### src/tsir_pkg.sv
package tsir_pkg;
    // Register offsets
    localparam logic [2:0] OFS_GENERAL_CONFIG = 3'h0;
    localparam logic [2:0] OFS_RECEIVER_SETUP = 3'h1;
    localparam logic [2:0] OFS_SPARE_TWO = 3'h2;
    localparam logic [2:0] OFS_PORT_ONE_OUTPUT_SETUP = 3'h3;
    localparam logic [2:0] OFS_PORT_TWO_OUTPUT_SETUP = 3'h4;
    localparam logic [2:0] OFS_SPARE_FIVE = 3'h5;
    localparam logic [2:0] OFS_SPARE_SIX = 3'h6;
    localparam logic [2:0] OFS_SPARE_SEVEN = 3'h7;
    localparam int REG_COUNT = 8;
    // Reset values
    localparam logic [7:0] RST_GENERAL_CONFIG = 8'hff;
    localparam logic [7:0] RST_RECEIVER_SETUP = 8'h00;
    localparam logic [7:0] RST_SPARE_TWO = 8'h00;
    localparam logic [7:0] RST_PORT_ONE_OUTPUT_SETUP = 8'h00;
    localparam logic [7:0] RST_PORT_TWO_OUTPUT_SETUP = 8'h00;
    localparam logic [7:0] RST_SPARE_FIVE = 8'h00;
    localparam logic [7:0] RST_SPARE_SIX = 8'h0f;
    localparam logic [7:0] RST_SPARE_SEVEN = 8'h00;
    // Address pattern
    localparam logic [2:0] TARGET_ADDR_UPPER = 3'h5;
    // Field positions
    localparam int CFG_NORMAL_BIT = 7;
    localparam int CFG_PORT1_EN_BIT = 5;
    localparam int CFG_PORT2_EN_BIT = 4;
    localparam int RX_TERM_OFF_BIT = 7;
    localparam int RX_BIAS_VDD_BIT = 6;
    localparam int RX_BIAS_EN_BIT = 5;
    localparam int RX_EQ_LSB = 2;
    localparam int RX_SQ_OFF_BIT = 1;
    localparam int TX_DOUBLE_TERM_BIT = 7;
    localparam int TX_EMP_LSB = 4;
    localparam int TX_SWING_LSB = 2;
    localparam int TX_SLEW_LSB = 0;
    // Pin input synchroniser depth
    localparam int SYNC_DEPTH = 3;
    // Target states
    typedef enum logic [2:0] {
        TSIR_IDLE = 3'b000,
        TSIR_ADDR = 3'b001,
        TSIR_ADDR_ACK = 3'b010,
        TSIR_WR_BYTE = 3'b011,
        TSIR_WR_ACK = 3'b100,
        TSIR_RD_BYTE = 3'b101,
        TSIR_RD_ACK = 3'b110
    } tsir_state_e;
endpackage

### src/tsir_output_decode.sv
`timescale 1ns/1ps
module tsir_output_decode (
    // Clock and reset
    input wire logic core_clk,
    input wire logic rst,
    // Gating terms
    input wire logic port_enable,
    input wire logic active,
    input wire logic squelched,
    // Port output register
    input wire logic [7:0] setup,
    // Driver controls
    output logic drv_on,
    output logic drv_double_term,
    output logic [2:0] drv_emphasis,
    output logic [1:0] drv_swing,
    output logic [1:0] drv_slew
);
    logic next_on;
    logic [2:0] next_emp;

    // Any 1xx emphasis code maps to the single 6 dB setting
    always_comb begin
        next_on = port_enable & active & ~squelched;
        next_emp = setup[tsir_pkg::TX_EMP_LSB +: 3];
        if (next_emp[2]) begin
            next_emp = 3'h4;
        end
    end

    // Registered so the analog controls never glitch
    always_ff @(posedge core_clk or posedge rst) begin
        if (rst) begin
            drv_on <= 1'b0;
            drv_double_term <= 1'b0;
            drv_emphasis <= 3'h0;
            drv_swing <= 2'h0;
            drv_slew <= 2'h0;
        end else begin
            drv_on <= next_on;
            drv_double_term <= setup[tsir_pkg::TX_DOUBLE_TERM_BIT];
            drv_emphasis <= next_emp;
            drv_swing <= setup[tsir_pkg::TX_SWING_LSB +: 2];
            drv_slew <= setup[tsir_pkg::TX_SLEW_LSB +: 2];
        end
    end
endmodule

### src/tsir_pin_sync.sv
`timescale 1ns/1ps
module tsir_pin_sync #(
    parameter int WIDTH = 1,
    parameter logic [WIDTH-1:0] INIT = '1
) (
    // Clock and reset
    input wire logic core_clk,
    input wire logic rst,
    // Pin side
    input wire logic [WIDTH-1:0] pin_in,
    // Filtered level
    output logic [WIDTH-1:0] level
);
    logic [WIDTH-1:0] stage1;
    logic [WIDTH-1:0] stage2;
    logic [WIDTH-1:0] stage3;
    logic [WIDTH-1:0] next_level;

    // Accept a change only when the last two stages agree
    always_comb begin
        for (int i = 0; i < WIDTH; i++) begin
            next_level[i] = (stage2[i] == stage3[i]) ? stage3[i] : level[i];
        end
    end

    // Three stage chain; the first stage feeds only the second
    always_ff @(posedge core_clk or posedge rst) begin
        if (rst) begin
            stage1 <= INIT;
            stage2 <= INIT;
            stage3 <= INIT;
            level <= INIT;
        end else begin
            stage1 <= pin_in;
            stage2 <= stage1;
            stage3 <= stage2;
            level <= next_level;
        end
    end
endmodule

### src/tsir_regs.sv
`timescale 1ns/1ps
// Overview of operation
// - I2C target on dedicated pins, 400 kb/s
// - Address 101 plus four strap bits
// - Address LSB one reads, zero writes
// - Eight read/write byte registers, offsets 0-7
// - Config bit 7 zero gives standby
// - Config bits 5,4 enable ports 1,2
// - Receiver bit 7 one disconnects termination
// - Bias bit 6 applies only when bit 5
// - Receiver bits 4:2 pick equalizer gain
// - Receiver bit 1 zero enables squelch
// - Separate output registers per port
// - Output bit 7 picks driver type
// - Bits 6:4 pick pre-emphasis, 1xx is 6 dB
// - Bits 3:2 adjust output swing
// - Bits 1:0 adjust slew rate
// - Squelch disables outputs on weak clock
// - Mode pin high; output enable low disables
module tsir_regs (
    // Clock and reset
    input wire logic core_clk,
    input wire logic rst,
    // Control bus pins
    input wire logic ctrl_bus_clock,
    input wire logic ctrl_bus_data_in,
    output logic ctrl_bus_data_out,
    output logic ctrl_bus_data_oe,
    // Straps and control pins
    input wire logic [3:0] addr_strap,
    input wire logic control_source_select,
    input wire logic output_enable_pin,
    input wire logic clock_level_ok,
    // Receiver controls
    output logic eq_powered,
    output logic term_connected,
    output logic bias_override,
    output logic bias_to_supply,
    output logic [2:0] eq_gain,
    output logic squelch_enabled,
    // Port 1 driver controls
    output logic p1_on,
    output logic p1_double_term,
    output logic [2:0] p1_emphasis,
    output logic [1:0] p1_swing,
    output logic [1:0] p1_slew,
    // Port 2 driver controls
    output logic p2_on,
    output logic p2_double_term,
    output logic [2:0] p2_emphasis,
    output logic [1:0] p2_swing,
    output logic [1:0] p2_slew
);
    localparam logic [7:0] RST_VALS [tsir_pkg::REG_COUNT] = '{
        tsir_pkg::RST_GENERAL_CONFIG, tsir_pkg::RST_RECEIVER_SETUP, tsir_pkg::RST_SPARE_TWO,
        tsir_pkg::RST_PORT_ONE_OUTPUT_SETUP, tsir_pkg::RST_PORT_TWO_OUTPUT_SETUP,
        tsir_pkg::RST_SPARE_FIVE, tsir_pkg::RST_SPARE_SIX, tsir_pkg::RST_SPARE_SEVEN};

    logic scl;
    logic sda;
    logic scl_d;
    logic sda_d;
    logic [3:0] strap_q;
    logic [2:0] pins_q;
    logic [7:0] regs [tsir_pkg::REG_COUNT];
    logic [7:0] next_regs [tsir_pkg::REG_COUNT];
    tsir_pkg::tsir_state_e state;
    tsir_pkg::tsir_state_e next_state;
    logic [7:0] shift;
    logic [7:0] next_shift;
    logic [3:0] bit_cnt;
    logic [3:0] next_bit_cnt;
    logic [2:0] offset;
    logic [2:0] next_offset;
    logic have_offset;
    logic next_have_offset;
    logic drive_low;
    logic next_drive_low;
    logic rd_mode;
    logic next_rd_mode;
    logic scl_rise;
    logic scl_fall;
    logic start_seen;
    logic stop_seen;
    logic active;
    logic squelched;
    logic [7:0] addr_match;
    logic next_eq_powered;
    logic next_term_connected;
    logic next_bias_override;
    logic next_bias_to_supply;
    logic [2:0] next_eq_gain;
    logic next_squelch_enabled;

    // Bus pins and straps come from outside the clock domain
    tsir_pin_sync #(.WIDTH(2), .INIT(2'h3)) u_bus_sync (
        .core_clk(core_clk),
        .rst(rst),
        .pin_in({ctrl_bus_clock, ctrl_bus_data_in}),
        .level({scl, sda})
    );
    tsir_pin_sync #(.WIDTH(4), .INIT(4'h0)) u_strap_sync (
        .core_clk(core_clk),
        .rst(rst),
        .pin_in(addr_strap),
        .level(strap_q)
    );
    tsir_pin_sync #(.WIDTH(3), .INIT(3'h0)) u_pin_sync (
        .core_clk(core_clk),
        .rst(rst),
        .pin_in({control_source_select, output_enable_pin, clock_level_ok}),
        .level(pins_q)
    );

    // Bus edge and condition detection on filtered levels
    assign scl_rise = scl & ~scl_d;
    assign scl_fall = ~scl & scl_d;
    assign start_seen = scl & scl_d & sda_d & ~sda;
    assign stop_seen = scl & scl_d & ~sda_d & sda;
    assign addr_match = {tsir_pkg::TARGET_ADDR_UPPER, strap_q, 1'b0};

    // Open-drain data: only ever pull low
    assign ctrl_bus_data_out = 1'b0;
    assign ctrl_bus_data_oe = drive_low;

    // Target sequencer and register writes
    always_comb begin
        next_state = state;
        next_shift = shift;
        next_bit_cnt = bit_cnt;
        next_offset = offset;
        next_have_offset = have_offset;
        next_drive_low = drive_low;
        next_rd_mode = rd_mode;
        for (int i = 0; i < tsir_pkg::REG_COUNT; i++) begin
            next_regs[i] = regs[i];
        end
        if (stop_seen) begin
            next_state = tsir_pkg::TSIR_IDLE;
            next_drive_low = 1'b0;
        end else if (start_seen) begin
            next_state = tsir_pkg::TSIR_ADDR;
            next_bit_cnt = 4'h0;
            next_drive_low = 1'b0;
            next_have_offset = 1'b0;
        end else begin
            case (state)
                tsir_pkg::TSIR_IDLE: begin
                    next_drive_low = 1'b0;
                end
                tsir_pkg::TSIR_ADDR, tsir_pkg::TSIR_WR_BYTE: begin
                    if (scl_rise) begin
                        next_shift = {shift[6:0], sda};
                        next_bit_cnt = bit_cnt + 4'h1;
                    end else if (scl_fall && bit_cnt == 4'h8) begin
                        next_bit_cnt = 4'h0;
                        if (state == tsir_pkg::TSIR_ADDR) begin
                            if (shift[7:1] == addr_match[7:1]) begin
                                next_rd_mode = shift[0];
                                next_drive_low = 1'b1;
                                next_state = tsir_pkg::TSIR_ADDR_ACK;
                            end else begin
                                next_state = tsir_pkg::TSIR_IDLE;
                            end
                        end else begin
                            // First data byte after the address is the offset
                            if (!have_offset) begin
                                next_offset = shift[2:0];
                                next_have_offset = 1'b1;
                            end else begin
                                next_regs[offset] = shift;
                                next_offset = offset + 3'h1;
                            end
                            next_drive_low = 1'b1;
                            next_state = tsir_pkg::TSIR_WR_ACK;
                        end
                    end
                end
                tsir_pkg::TSIR_ADDR_ACK, tsir_pkg::TSIR_WR_ACK: begin
                    if (scl_fall) begin
                        if (rd_mode) begin
                            next_shift = regs[offset];
                            next_drive_low = ~regs[offset][7];
                            next_bit_cnt = 4'h1;
                            next_state = tsir_pkg::TSIR_RD_BYTE;
                        end else begin
                            next_drive_low = 1'b0;
                            next_state = tsir_pkg::TSIR_WR_BYTE;
                        end
                    end
                end
                tsir_pkg::TSIR_RD_BYTE: begin
                    if (scl_fall) begin
                        if (bit_cnt == 4'h8) begin
                            next_drive_low = 1'b0;
                            next_offset = offset + 3'h1;
                            next_state = tsir_pkg::TSIR_RD_ACK;
                        end else begin
                            next_drive_low = ~shift[3'h7 - bit_cnt[2:0]];
                            next_bit_cnt = bit_cnt + 4'h1;
                        end
                    end
                end
                tsir_pkg::TSIR_RD_ACK: begin
                    // A controller not-acknowledge ends the read
                    if (scl_rise) begin
                        next_state = sda ? tsir_pkg::TSIR_IDLE : tsir_pkg::TSIR_ADDR_ACK;
                    end
                end
                default: begin
                    next_state = tsir_pkg::TSIR_IDLE;
                end
            endcase
        end
    end

    // Sequencer and register storage
    always_ff @(posedge core_clk or posedge rst) begin
        if (rst) begin
            state <= tsir_pkg::TSIR_IDLE;
            shift <= 8'h00;
            bit_cnt <= 4'h0;
            offset <= 3'h0;
            have_offset <= 1'b0;
            drive_low <= 1'b0;
            rd_mode <= 1'b0;
            scl_d <= 1'b1;
            sda_d <= 1'b1;
            for (int i = 0; i < tsir_pkg::REG_COUNT; i++) begin
                regs[i] <= RST_VALS[i];
            end
        end else begin
            state <= next_state;
            shift <= next_shift;
            bit_cnt <= next_bit_cnt;
            offset <= next_offset;
            have_offset <= next_have_offset;
            drive_low <= next_drive_low;
            rd_mode <= next_rd_mode;
            scl_d <= scl;
            sda_d <= sda;
            for (int i = 0; i < tsir_pkg::REG_COUNT; i++) begin
                regs[i] <= next_regs[i];
            end
        end
    end

    // Registers power the equalizer and drivers only in bus control mode, and the enable pin overrides
    assign active = pins_q[1] & pins_q[2]
        & regs[tsir_pkg::OFS_GENERAL_CONFIG][tsir_pkg::CFG_NORMAL_BIT];
    assign squelched = ~regs[tsir_pkg::OFS_RECEIVER_SETUP][tsir_pkg::RX_SQ_OFF_BIT]
        & ~pins_q[0];

    // Receiver settings; termination follows the enable pin even in standby
    always_comb begin
        next_eq_powered = active;
        next_term_connected = pins_q[1] & ~regs[tsir_pkg::OFS_RECEIVER_SETUP][tsir_pkg::RX_TERM_OFF_BIT];
        next_bias_override = regs[tsir_pkg::OFS_RECEIVER_SETUP][tsir_pkg::RX_BIAS_EN_BIT];
        next_bias_to_supply = regs[tsir_pkg::OFS_RECEIVER_SETUP][tsir_pkg::RX_BIAS_EN_BIT]
            & regs[tsir_pkg::OFS_RECEIVER_SETUP][tsir_pkg::RX_BIAS_VDD_BIT];
        next_eq_gain = regs[tsir_pkg::OFS_RECEIVER_SETUP][tsir_pkg::RX_EQ_LSB +: 3];
        next_squelch_enabled = ~regs[tsir_pkg::OFS_RECEIVER_SETUP][tsir_pkg::RX_SQ_OFF_BIT];
    end

    // Receiver controls, registered so the analog side never sees a glitch
    always_ff @(posedge core_clk or posedge rst) begin
        if (rst) begin
            eq_powered <= 1'b0;
            term_connected <= 1'b0;
            bias_override <= 1'b0;
            bias_to_supply <= 1'b0;
            eq_gain <= 3'h0;
            squelch_enabled <= 1'b0;
        end else begin
            eq_powered <= next_eq_powered;
            term_connected <= next_term_connected;
            bias_override <= next_bias_override;
            bias_to_supply <= next_bias_to_supply;
            eq_gain <= next_eq_gain;
            squelch_enabled <= next_squelch_enabled;
        end
    end

    // One decoder per port, each fed by its own output register plus its enable bit in the general config
    tsir_output_decode u_port1 (
        .core_clk(core_clk),
        .rst(rst),
        .port_enable(regs[tsir_pkg::OFS_GENERAL_CONFIG][tsir_pkg::CFG_PORT1_EN_BIT]),
        .active(active),
        .squelched(squelched),
        .setup(regs[tsir_pkg::OFS_PORT_ONE_OUTPUT_SETUP]),
        .drv_on(p1_on),
        .drv_double_term(p1_double_term),
        .drv_emphasis(p1_emphasis),
        .drv_swing(p1_swing),
        .drv_slew(p1_slew)
    );
    tsir_output_decode u_port2 (
        .core_clk(core_clk),
        .rst(rst),
        .port_enable(regs[tsir_pkg::OFS_GENERAL_CONFIG][tsir_pkg::CFG_PORT2_EN_BIT]),
        .active(active),
        .squelched(squelched),
        .setup(regs[tsir_pkg::OFS_PORT_TWO_OUTPUT_SETUP]),
        .drv_on(p2_on),
        .drv_double_term(p2_double_term),
        .drv_emphasis(p2_emphasis),
        .drv_swing(p2_swing),
        .drv_slew(p2_slew)
    );
endmodule

### config.mk
export PLATFORM = sky130hd
export DESIGN_NAME = tsir_regs
export DESIGN_NICKNAME = d
export VERILOG_FILES = /design/src/tsir_pkg.sv /design/src/tsir_output_decode.sv /design/src/tsir_pin_sync.sv /design/src/tsir_regs.sv
export SDC_FILE = /design/constraint.sdc
export NUM_CORES = 1
export LEC_CHECK = 0
export BUFFER_PORTS_ARGS = -buffer_cell sky130_fd_sc_hd__buf_2
export CAP_MARGIN = 20
export CORE_AREA = 2 2 116 118
export DETAILED_ROUTE_END_ITERATION = 10
export DIE_AREA = 0 0 118 120
export PLACE_DENSITY = 0.66
export SYNTH_ARGS = -nofsm -noshare
export SYNTH_HDL_FRONTEND = slang
export SYNTH_SLANG_ARGS = --single-unit
### constraint.sdc
create_clock -name core_clk -period 10.09 [get_ports core_clk]
set_clock_uncertainty 0.1 [all_clocks]
set_input_delay 1.009 -clock core_clk [delete_from_list [all_inputs] [get_ports core_clk]]
set_output_delay 1.009 -clock core_clk [all_outputs]
set_load 0.005 [all_outputs]
==> key figures, run 1 <==
Outcome
  • Status: finished, final reports clean

Timing
  • Pins Over Slew Limit: 0
  • RSZ-0062 raised after global routing: false
  • Worst Tran Pin Value: around 0.84 ns
  • Post-layout min period: 2.698 ns
  • Fmax: approximately 0.37 GHz
  • Post-layout worst setup margin: approximately 7.4 ns
  • # setup viols final: 0
  • Endpoints failing hold: 0
  • Setup TNS: 0 ns
  • Slew HR: 0.4405
  • Final period utilization: 0.2674
  • WHS: 0.2425 ns

Finish
  • Nets@finish: roughly 500
  • Most common cell after layout, fill and taps aside: dfrtp_1
  • Commonest non-fill, non-tap cells in the layout: dfrtp_1, mux2_2, buf_2
  • Final core occ: 0.5618
  • Fraction of layout cells with a size suffix above 1: 0.3725
  • Area delta synth->final: 15.68%
  • Antenna cells: 0

Drt
  • Vias: around 3800
  • DR vias/cell: approximately 5.5
  • DRT Pass-1 Iters: 4
  • ANT nets after route: 0
  • Routed len/inst: about 18 um
  • Initial DRC Count: ~370
  • Post-Route WL: 12500 um
  • # DRC: 0

Logic synthesis
  • Syn Inst Count: 462
  • Area contributors post-synth: dfrtp_1, mux2_2, dfstp_2
  • Leading area contributor after synthesis: dfrtp_1
  • Number of flops mapped to enable cells by yosys: 0
  • Mapped Avg Cell Area: about 14 um2
  • Cell Area, Synth: between 6000 and 7000 um2
  • Async S/R FF share, synth: 1.000
  • Synth warnings: 0
  • Post-Synthesis Net Count: 476
  • Register area share after synthesis: 0.5959
  • Synth Register Bits: 149
  • Top cell type's share of synthesized area: 0.5042
  • Post-synth top flop: dfrtp_1
  • Unique masters post-synth: 60

Clock tree
  • H-tree depth: 4
  • CTS tree: built
  • Setup Buffers After CTS: 0
  • Root Buffer: clkbuf_16
  • TritonCTS Buffers: 17
  • CTS Hold Bufs: 0
  • Clock slew at reported path FFs: around 0.06 ns
  • Latest clock arrival within the worst-skew pair: 0.42 ns
  • Post-CTS sizing: 0
  • CTS Sinks: approximately 150
  • Clk buf depth: 2

Worst setup path
  • CP max stage cell: o21a_1
  • WP buf/inv: 0
  • Crit path capture type: flop
  • Setup CP Type: reg2reg
  • WP data required: 10.30 ns
  • WP data arrival: 2.90 ns
  • Startpoint Class: flop
  • Slowest cell delay on critical path: between 0.6 and 0.7 ns
  • Critical path fanouts, max: 22
  • CP delay by family, top: compound AO/OA/AOI/OAI gates
  • Cells along the critical path: nor2b_1, o21a_1, o21ai_0, a211o_1, a32o_1

Worst hold path
  • Hold/Removal Path Class: reg2reg

Global route
  • Most Crowded Layer GR: met2
  • Vias in the first global route: 3840
  • Met3 Track Usage GR: 0.04800
  • Pin count of the biggest net entering global routing: 90
  • M1 GR Usage: 0.2451
  • Remaining Overflow, GRT: 0
  • Number of antenna violations at the first check in global routing: 0
  • GR Util met2: 0.3118
  • Gr usage total: 0.1884
  • First-pass GRT wire length: 20440 um

Power
  • Part of the power in registers: 0.472
  • Peak supply drop: between 0.1 and 0.15 mV
  • Total internal power: between 1 and 1.5 mW
  • Psw: slightly below 0.4 mW
  • Logic pwr share: 0.077
  • Leak: approximately 3.3 nW
  • Total Power: about 1.5 mW
  • PD cells: roughly 200 nW/um2
  • Sw frac: 0.2582
  • Clock power share: 0.451

Place
  • Placer Congestion: around 0.83
  • Post-Place Worst Slack: ~7.3 ns
  • IO buf count: 37
  • Detailed-placement wirelength estimate: approximately 8000 um

Floorplanning
  • Die W: approximately 120 um
  • Core Region: between 10000 and 15000 um2
  • IO Pins: 39
  • Die ar.: about 14000 um2
  • Starting density of the core: 0.4856
  • Vert. Die Dim: roughly 120 um
  • Row cnt: 42

Job
  • Max Cap Viol: 0
## power groups by stage
stage / sequential (mW) / clock [mW] / combinational, mW
after floorplan: 0.661 / 0 / 0.120
after global placement: 0.714 / 0 / 0.110
after detailed placement: 0.716 / 0 / 0.114
after CTS: 0.706 / 0.686 / 0.114
after global routing: 0.712 / 0.713 / 0.131
final: 0.706 / 0.676 / 0.115
## per-stage QoR
stage	area [um2]	instances
after global routing	7292	686
after floorplan	6304	462
after global placement	6618	652
after CTS	7257	684
final	7292	686
after detailed placement	6618	652
## layout make-up
| cell class | instances | area, um2 |
|---|---|---|
| Fill cell | 1089 | 5688 |
| Tap cell | 176 | 220.2 |
| Timing Repair Buffer | 42 | 242.7 |
| Sequential cell | 149 | 3756 |
| Clock buffer | 20 | 446.7 |
| Inverter | 11 | 46.29 |
| Clock inverter | 12 | 192.7 |
| Multi-Input combinational cell | 276 | 2387 |
## cell usage after synthesis, types with 2 or more instances
cell / n
mux2i_1: 11
or3_1: 2
nor2b_1: 8
nor2_1: 16
nand4_1: 2
nor3_1: 5
mux2_2: 64
a31oi_1: 2
nand3_1: 7
a211o_1: 2
a311oi_1: 2
a21oi_1: 12
o22ai_1: 2
clkbuf_1: 13
mux2_1: 2
dfstp_2: 22
maj3_1: 9
ha_1: 3
nand2b_1: 7
mux4_2: 14
nand2_1: 27
dfrtp_1: 127
xnor2_1: 5
nor3b_1: 3
and3b_1: 3
buf_2: 10
nor4_1: 3
nand2_2: 2
a211oi_1: 4
and3_1: 4
o21ai_0: 26
inv_1: 10
buf_4: 2
o221ai_1: 2
nor2_4: 3
a32o_1: 2
## final timing paths
check	start	end	slack (ns)	depth (start not counted)
max in group asynchronous	rst	regs[63]	8.23	4
setup / recovery	state[2]	bit_cnt[2]	7.39	5
hold reg to reg	u_strap_sync.stage1[0]	u_strap_sync.stage2[0]	0.24	0
min in group asynchronous	rst	u_strap_sync.stage2[1]	0.54	2
setup reg to reg	state[2]	bit_cnt[2]	7.39	5
hold / removal	u_strap_sync.stage1[0]	u_strap_sync.stage2[0]	0.24	0
## layer usage
layer | up-vias | share of wire
met5 | - | 0
met4 | 0 | 0.016
met3 | 17 | 0.027
met2 | 61 | 0.50
met1 | 1971 | 0.45
li1 | 1741 | -
## sequential cells by signal (all words and copies together) (netlist names), 3 cells and up
register / flops
u_pin_sync.stage2: 3
regs: 60
u_strap_sync.stage1: 4
u_port1.drv_emphasis: 3
next_eq_gain: 3
u_strap_sync.stage2: 4
eq_gain: 3
state: 3
offset: 3
u_pin_sync.stage3: 3
u_pin_sync.level: 3
bit_cnt: 4
u_strap_sync.stage3: 4
shift: 8
u_strap_sync.level: 4
u_port2.drv_emphasis: 3
u_pin_sync.stage1: 3
## cell families after synthesis
| family | after synthesis | synth area share |
|---|---|---|
| flip-flops | 149 | 0.5959 |
| AND/OR/NAND/NOR | 104 | 0.1018 |
| multiplexers | 91 | 0.1854 |
| AO/OA/AOI/OAI | 63 | 0.06372 |
| buffers and inverters | 37 | 0.02541 |
| adder cells (fa/ha/maj) | 12 | 0.02025 |
| XOR/XNOR | 5 | 0.006947 |
| other | 1 | 0.0005949 |
Power figures use the tool's default switching activity.
==> run 2: changes to the inputs <==
==> constraint.sdc (replaced) <==
create_clock -name core_clk -period 2.62 [get_ports core_clk]
set_clock_uncertainty 0.1 [all_clocks]
set_input_delay 0.262 -clock core_clk [delete_from_list [all_inputs] [get_ports core_clk]]
set_output_delay 0.262 -clock core_clk [all_outputs]
set_load 0.005 [all_outputs]
==> key figures, run 2 (synthesized netlist as in run 1, its figures left out) <==
Global route
  • Vias in the first global route: 4176 (+8.8%)
  • Remaining Overflow, GRT: 0 (unchanged)
  • Number of antenna violations at the first check in global routing: 0 (unchanged)
  • Gr usage total: 0.2036 (+0.01524)
  • First-pass GRT wire length: 22140 um (+8.3%)
  • Pin count of the biggest net entering global routing: 92 (+2.2%)

Timing
  • Pins Over Slew Limit: 0 (unchanged)
  • Setup TNS: 0 ns (unchanged)
  • Post-layout min period: 2.444 ns (-0.2534 ns)
  • Slew HR: 0.4936 (+0.05311)
  • Endpoints failing hold: 0 (unchanged)
  • WHS: 0.2467 ns (+0.004297 ns)
  • Fmax: 0.4091 GHz (+10%)
  • Final period utilization: 0.9329 (+0.6656)
  • Worst Tran Pin Value: 0.7596 ns (-0.07967 ns)
  • RSZ-0062 raised after global routing: false
  • # setup viols final: 0 (unchanged)

Power
  • PD cells: 750.4 nW/um2 (+270%)
  • Peak supply drop: 0.5393 mV (+360%)
  • Leak: 3.391 nW (+1.4%)

Worst setup path
  • Setup CP Type: reg2reg
  • RR Endpoint: regs[15]
  • Startpoint Class: flop
  • WP data required: 2.82 ns (-7.48 ns)
  • Critical path fanouts, max: 8 (-64%)
  • Crit path capture type: flop
  • R2R Setup Slk: 0.18 ns (-7.22 ns)
  • Worst r2r path cells: 7 (+2)
  • WP data arrival: 2.65 ns (-0.25 ns)
  • Reg-to-Reg Start: bit_cnt[1]

Place
  • Placed cell area: 6719 um2 (+1.5%)
  • Detailed-placement wirelength estimate: 8655 um (+9.8%)
  • Placer Congestion: 0.9438 (+14%)
  • Post-Place Cells: 664 (+1.8%)
  • IO buf count: 37 (unchanged)

Floorplanning
  • Core Region: 12980 um2 (unchanged)
  • Vert. Die Dim: 120 um (unchanged)
  • Starting density of the core: 0.4856 (unchanged)
  • IO Pins: 39 (unchanged)
  • Die W: 118 um (unchanged)
  • Row cnt: 42 (unchanged)
  • Die ar.: 14160 um2 (unchanged)

Finish
  • Fraction of layout cells with a size suffix above 1: 0.3792 (+0.006696)
  • Non-Filler Instances: 706 (+2.9%)
  • Nets@finish: 531 (+3.9%)
  • Area of the multi-input gates: 2387 um2 (unchanged)
  • # fillers: 1068 (-1.9%)
  • Area delta synth->final: 17.31%
  • Max FFs per register: 60 (unchanged)
  • Top Registers: regs: 60 flops, shift: 8 flops
  • Antenna cells: 0 (unchanged)
  • Seq. cell area: 3756 um2 (unchanged)
  • Post-route cell area: 7395 um2 (+1.4%)
  • Commonest non-fill, non-tap cells in the layout: dfrtp_1, mux2_2, buf_2
  • Most common cell after layout, fill and taps aside: dfrtp_1
  • Biggest register: regs

Drt
  • ANT nets after route: 0 (unchanged)
  • Initial DRC Count: 325 (-12%)
  • DRT Pass-1 Iters: 4 (unchanged)
  • # DRC: 0 (unchanged)
  • DR vias/cell: 5.571 (+0.83%)
  • Post-Route WL: 13190 um (+5.4%)
  • Routed len/inst: 18.68 um (+2.5%)
  • Vias: 3933 (+3.8%)

Clock tree
  • Post-CTS sizing: 0 (unchanged)
  • TritonCTS Buffers: 17 (unchanged)
  • CTS Sinks: 149 (unchanged)
  • H-tree depth: 4 (unchanged)
  • Setup Buffers After CTS: 0 (unchanged)
  • Clock slew at reported path FFs: 0.06 ns (about the same)
  • CTS Hold Bufs: 10 (+10)
  • Latest clock arrival within the worst-skew pair: 0.42 ns (about the same)
  • Root Buffer: clkbuf_16
  • Clk buf depth: 2 (unchanged)
  • CTS tree: built

Worst hold path
  • Hold depth: 0 (unchanged)
  • Hold endpoint: u_strap_sync.stage2[3]
  • Hold/Removal Path Class: reg2reg
  • Hold Startpoint: u_strap_sync.stage1[3]

Outcome
  • Status: finished, final reports clean

Job
  • Max Cap Viol: 0 (unchanged)
[run 2: cell count changes in the layout (fill, tap and decap cells not counted), sizes merged]
| cell | before | now |
|---|---|---|
| inv | 16 | 14 |
| dlygate4sd3 | 0 | 10 |
| buf | 42 | 52 |
| bufinv | 4 | 1 |
| clkinvlp | 0 | 5 |
[run 2: worst max-delay path, cell delays in order (launching register included)]
cell and delay (ns):
dfrtp_1 0.44, inv_1 0.08, ha_1 0.20, and3b_1 0.26
nand4b_2 0.19, nor3_2 0.40, nand3_2 0.30, mux2_2 0.36
[run 2: cell type report]
cell class              count  area share
clock buffers              20     0.06176
clock inverters            12     0.01607
inverters                  11    0.006091
multi-input cells         276      0.3228
flip-flops and latches    149      0.5080
well taps                 176     0.02978
repair buffers             62     0.05550
[run 2: power by group]
part | switching, mW | internal, mW
clock | 0.958 | 1.37
combinational | 0.313 | 0.250
sequential | 0.236 | 2.42
[run 2: stage by stage]
| step | utilization | setup WS (ns) | total power [mW] |
|---|---|---|---|
| finish | 0.5697 | 0.1758 | 5.549 |
| global placement | 0.5176 | 0.2760 | 3.236 |
| detailed placement | 0.5176 | 0.1868 | 3.245 |
| global route | 0.5697 | 0.07952 | 5.789 |
| CTS | 0.5697 | 0.1720 | 5.605 |
| floorplan | - | 0.4010 | 3.009 |
[run 2: worst max path at each step]
stage | from | end | slack (ns) | cells past startpoint
global placement | bit_cnt[1] | regs[23] | 0.28 | 7
detailed placement | bit_cnt[1] | regs[15] | 0.19 | 7
CTS | bit_cnt[1] | regs[15] | 0.17 | 7
finish | bit_cnt[1] | regs[15] | 0.18 | 7
global route | bit_cnt[1] | regs[20] | 0.08 | 7
floorplan | rst | bias_override | 0.40 | 1
[run 2: routing by layer]
| layer | track usage | vias up | part of all wire |
|---|---|---|---|
| li1 | - | 1764 | - |
| met1 | 0.2639 | 2076 | 0.43 |
| met2 | 0.3325 | 77 | 0.51 |
| met3 | 0.04943 | 16 | 0.035 |
| met4 | 0.08057 | 0 | 0.016 |
| met5 | 0 | - | 0 |
==> run 3: changes to the inputs <==
==> constraint.sdc (replaced) <==
create_clock -name core_clk -period 2.3 [get_ports core_clk]
set_clock_uncertainty 0.1 [all_clocks]
set_input_delay 0.23 -clock core_clk [delete_from_list [all_inputs] [get_ports core_clk]]
set_output_delay 0.23 -clock core_clk [all_outputs]
set_load 0.005 [all_outputs]
==> key figures, run 3 (synthesized netlist as in run 1, its figures left out) <==
Outcome
  • Status: finished, final reports clean

Clock tree
  • Clock slew at reported path FFs: 0.06 ns (about the same)
  • CTS tree: built
  • CTS Sinks: 149 (unchanged)
  • Latest clock arrival within the worst-skew pair: 0.42 ns (about the same)
  • TritonCTS Buffers: 17 (unchanged)
  • Root Buffer: clkbuf_16
  • Clk buf depth: 2 (unchanged)
  • H-tree depth: 4 (unchanged)

Worst setup path
  • RR Endpoint: regs[22]
  • Setup CP Type: reg2reg
  • Slowest cell delay on critical path: 0.38 ns (-0.06 ns)
  • Startpoint Class: flop
  • CP max stage cell: dfrtp_1
  • Crit path launch: bit_cnt[0]
  • Reg-to-Reg Start: bit_cnt[0]
  • Cells along the critical path: inv_1, ha_2, nand3b_4, nor4b_4, nand4_4, nor2_4, mux2_2
  • End point of the critical path: regs[22]
  • Critical path fanouts, max: 8 (unchanged)
  • R2R Setup Slk: 0.09 ns (-0.08 ns)
  • WP data required: 2.50 ns (-0.32 ns)
  • WP data arrival: 2.40 ns (-0.25 ns)
  • Crit path capture type: flop
  • Worst r2r path cells: 7 (unchanged)

Timing
  • Final period utilization: 0.9591 (+0.02618)
  • Post-layout min period: 2.206 ns (-0.2383 ns)
  • Slew HR: 0.5490 (+0.05539)
  • Endpoints failing hold: 0 (unchanged)
  • Post-layout worst setup margin: 0.09407 ns (-0.08169 ns)
  • Fmax: 0.4533 GHz (+11%)
  • Worst Tran Pin Value: 0.6765 ns (-0.08309 ns)
  • Pins Over Slew Limit: 0 (unchanged)
  • Setup TNS: 0 ns (unchanged)
  • # setup viols final: 0 (unchanged)

Finish
  • Top Registers: regs: 60 flops, shift: 8 flops
  • Nets@finish: 550 (+3.6%)
  • Max FFs per register: 60 (unchanged)
  • # fillers: 1052 (-1.5%)
  • Biggest register: regs
  • Commonest non-fill, non-tap cells in the layout: dfrtp_1, mux2_2, buf_2
  • Area delta synth->final: 20.68%
  • Most common cell after layout, fill and taps aside: dfrtp_1
  • Antenna cells: 0 (unchanged)
  • Non-Filler Instances: 725 (+2.7%)
  • Final core occ: 0.5861 (+0.01639)
  • Fraction of layout cells with a size suffix above 1: 0.3971 (+0.01784)

Power
  • PD cells: 871.7 nW/um2 (+16%)
  • Total internal power: 4.943 mW (+22%)
  • Clock power share: 0.434 (+0.014)
  • Sw frac: 0.2547 (-0.01686)
  • Logic pwr share: 0.130 (+0.028)
  • Psw: 1.689 mW (+12%)
  • Leak: 3.514 nW (+3.6%)
  • Part of the power in registers: 0.436 (-0.043)
  • Peak supply drop: 0.6841 mV (+27%)

Floorplanning
  • IO Pins: 39 (unchanged)
  • Die ar.: 14160 um2 (unchanged)
  • Vert. Die Dim: 120 um (unchanged)
  • Core Region: 12980 um2 (unchanged)
  • Die W: 118 um (unchanged)
  • Starting density of the core: 0.4856 (unchanged)
  • Row cnt: 42 (unchanged)

Drt
  • Vias: 3982 (+1.2%)
  • DR vias/cell: 5.492 (-1.4%)
  • Routed len/inst: 17.83 um (-4.5%)
  • # DRC: 0 (unchanged)
  • Post-Route WL: 12930 um (-1.9%)
  • Initial DRC Count: 391 (+20%)
  • DRT Pass-1 Iters: 4 (unchanged)
  • ANT nets after route: 0 (unchanged)

Place
  • Post-Place Cells: 682 (+2.7%)
  • Detailed-placement wirelength estimate: 8827 um (+2.0%)
  • IO buf count: 37 (unchanged)
  • Post-Place Worst Slack: 0.08001 ns (-0.1068 ns)
  • Placer Congestion: 0.8583 (-9.1%)

Global route
  • First-pass GRT wire length: 21720 um (-1.9%)
  • Pin count of the biggest net entering global routing: 86 (-6.5%)
  • Remaining Overflow, GRT: 0 (unchanged)
  • Gr usage total: 0.1986 (-0.005054)
  • Vias in the first global route: 4185 (+0.22%)
  • Number of antenna violations at the first check in global routing: 0 (unchanged)

Job
  • Max Cap Viol: 0 (unchanged)

Worst hold path
  • Hold/Removal Path Class: in2async
[run 3: cell types whose count changed in the layout (fill, tap and decap cells not counted), moves of 2 or more]
cell	previous run	this run
buf_4	14	31
bufinv_16	1	4
clkbuf_1	1	4
buf_12	1	3
clkbuf_8	2	0
clkinvlp_4	5	3
[run 3: stage by stage]
| stage | hold WS (ns) | instance area (um2) | total power, mW |
|---|---|---|---|
| after floorplan | 0.1345 | 6307 | 3.428 |
| after global placement | 0.1140 | 6879 | 3.764 |
| after detailed placement | 0.1108 | 6879 | 3.774 |
| after CTS | 0.2342 | 7597 | 6.697 |
| after global routing | 0.2502 | 7607 | 6.922 |
| final | 0.2289 | 7607 | 6.631 |
[run 3: final cells by class]
type / instances / area, um2 / share of cell area
clock inverters: 11 / 177.7 / 0.02336
well taps: 176 / 220.2 / 0.02895
clock buffers: 21 / 440.4 / 0.05789
inverters: 11 / 45.04 / 0.005921
flip-flops and latches: 149 / 3756 / 0.4937
repair buffers: 81 / 578.1 / 0.07599
multi-input cells: 276 / 2390 / 0.3141
[run 3: how the worst min path moves through the flow]
| stage | startpoint | endpoint | slack (ns) | cells past startpoint |
|---|---|---|---|---|
| final | rst | u_strap_sync.level[1] | 0.23 | 3 |
| after global routing | rst | u_strap_sync.level[1] | 0.25 | 3 |
| after CTS | rst | u_strap_sync.level[1] | 0.23 | 3 |
| after detailed placement | rst | u_strap_sync.level[1] | 0.11 | 2 |
| after global placement | rst | u_strap_sync.level[1] | 0.11 | 2 |
| after floorplan | ctrl_bus_data_in | u_bus_sync.stage1[0] | 0.13 | 0 |
[run 3: metal layers]
metal  GRT usage  up-vias  part of all wire
met1      0.2580     2081              0.44
met2      0.3292       85              0.51
li1            -     1809                 -
met5           0        -                 0
met3     0.05086        7             0.038
met4     0.06325        0            0.0087
[run 3: repair_timing]
action                                 CTS  global route
endpoints found under the hold margin   24             0
setup endpoints to repair                0            24
hold buffers                            10             0
buffers inserted                         0             1
resized for setup                        0             1
[run 3: critical path, delay by kind of cell (launching register included)]
kind	cells	cell delay [ns]
flops	1	0.38
fa+ha+maj	1	0.20
mux	1	0.37
buf+inv	1	0.07
simple gates	4	0.97
[run 3: power groups by stage]
stage / sequential [mW] / clock (mW) / combinational [mW]
floorplan: 2.90 / 0 / 0.527
CTS: 2.89 / 2.94 / 0.865
detailed placement: 2.93 / 0 / 0.842
finish: 2.89 / 2.88 / 0.862
global placement: 2.93 / 0 / 0.832
global route: 2.90 / 3.05 / 0.964
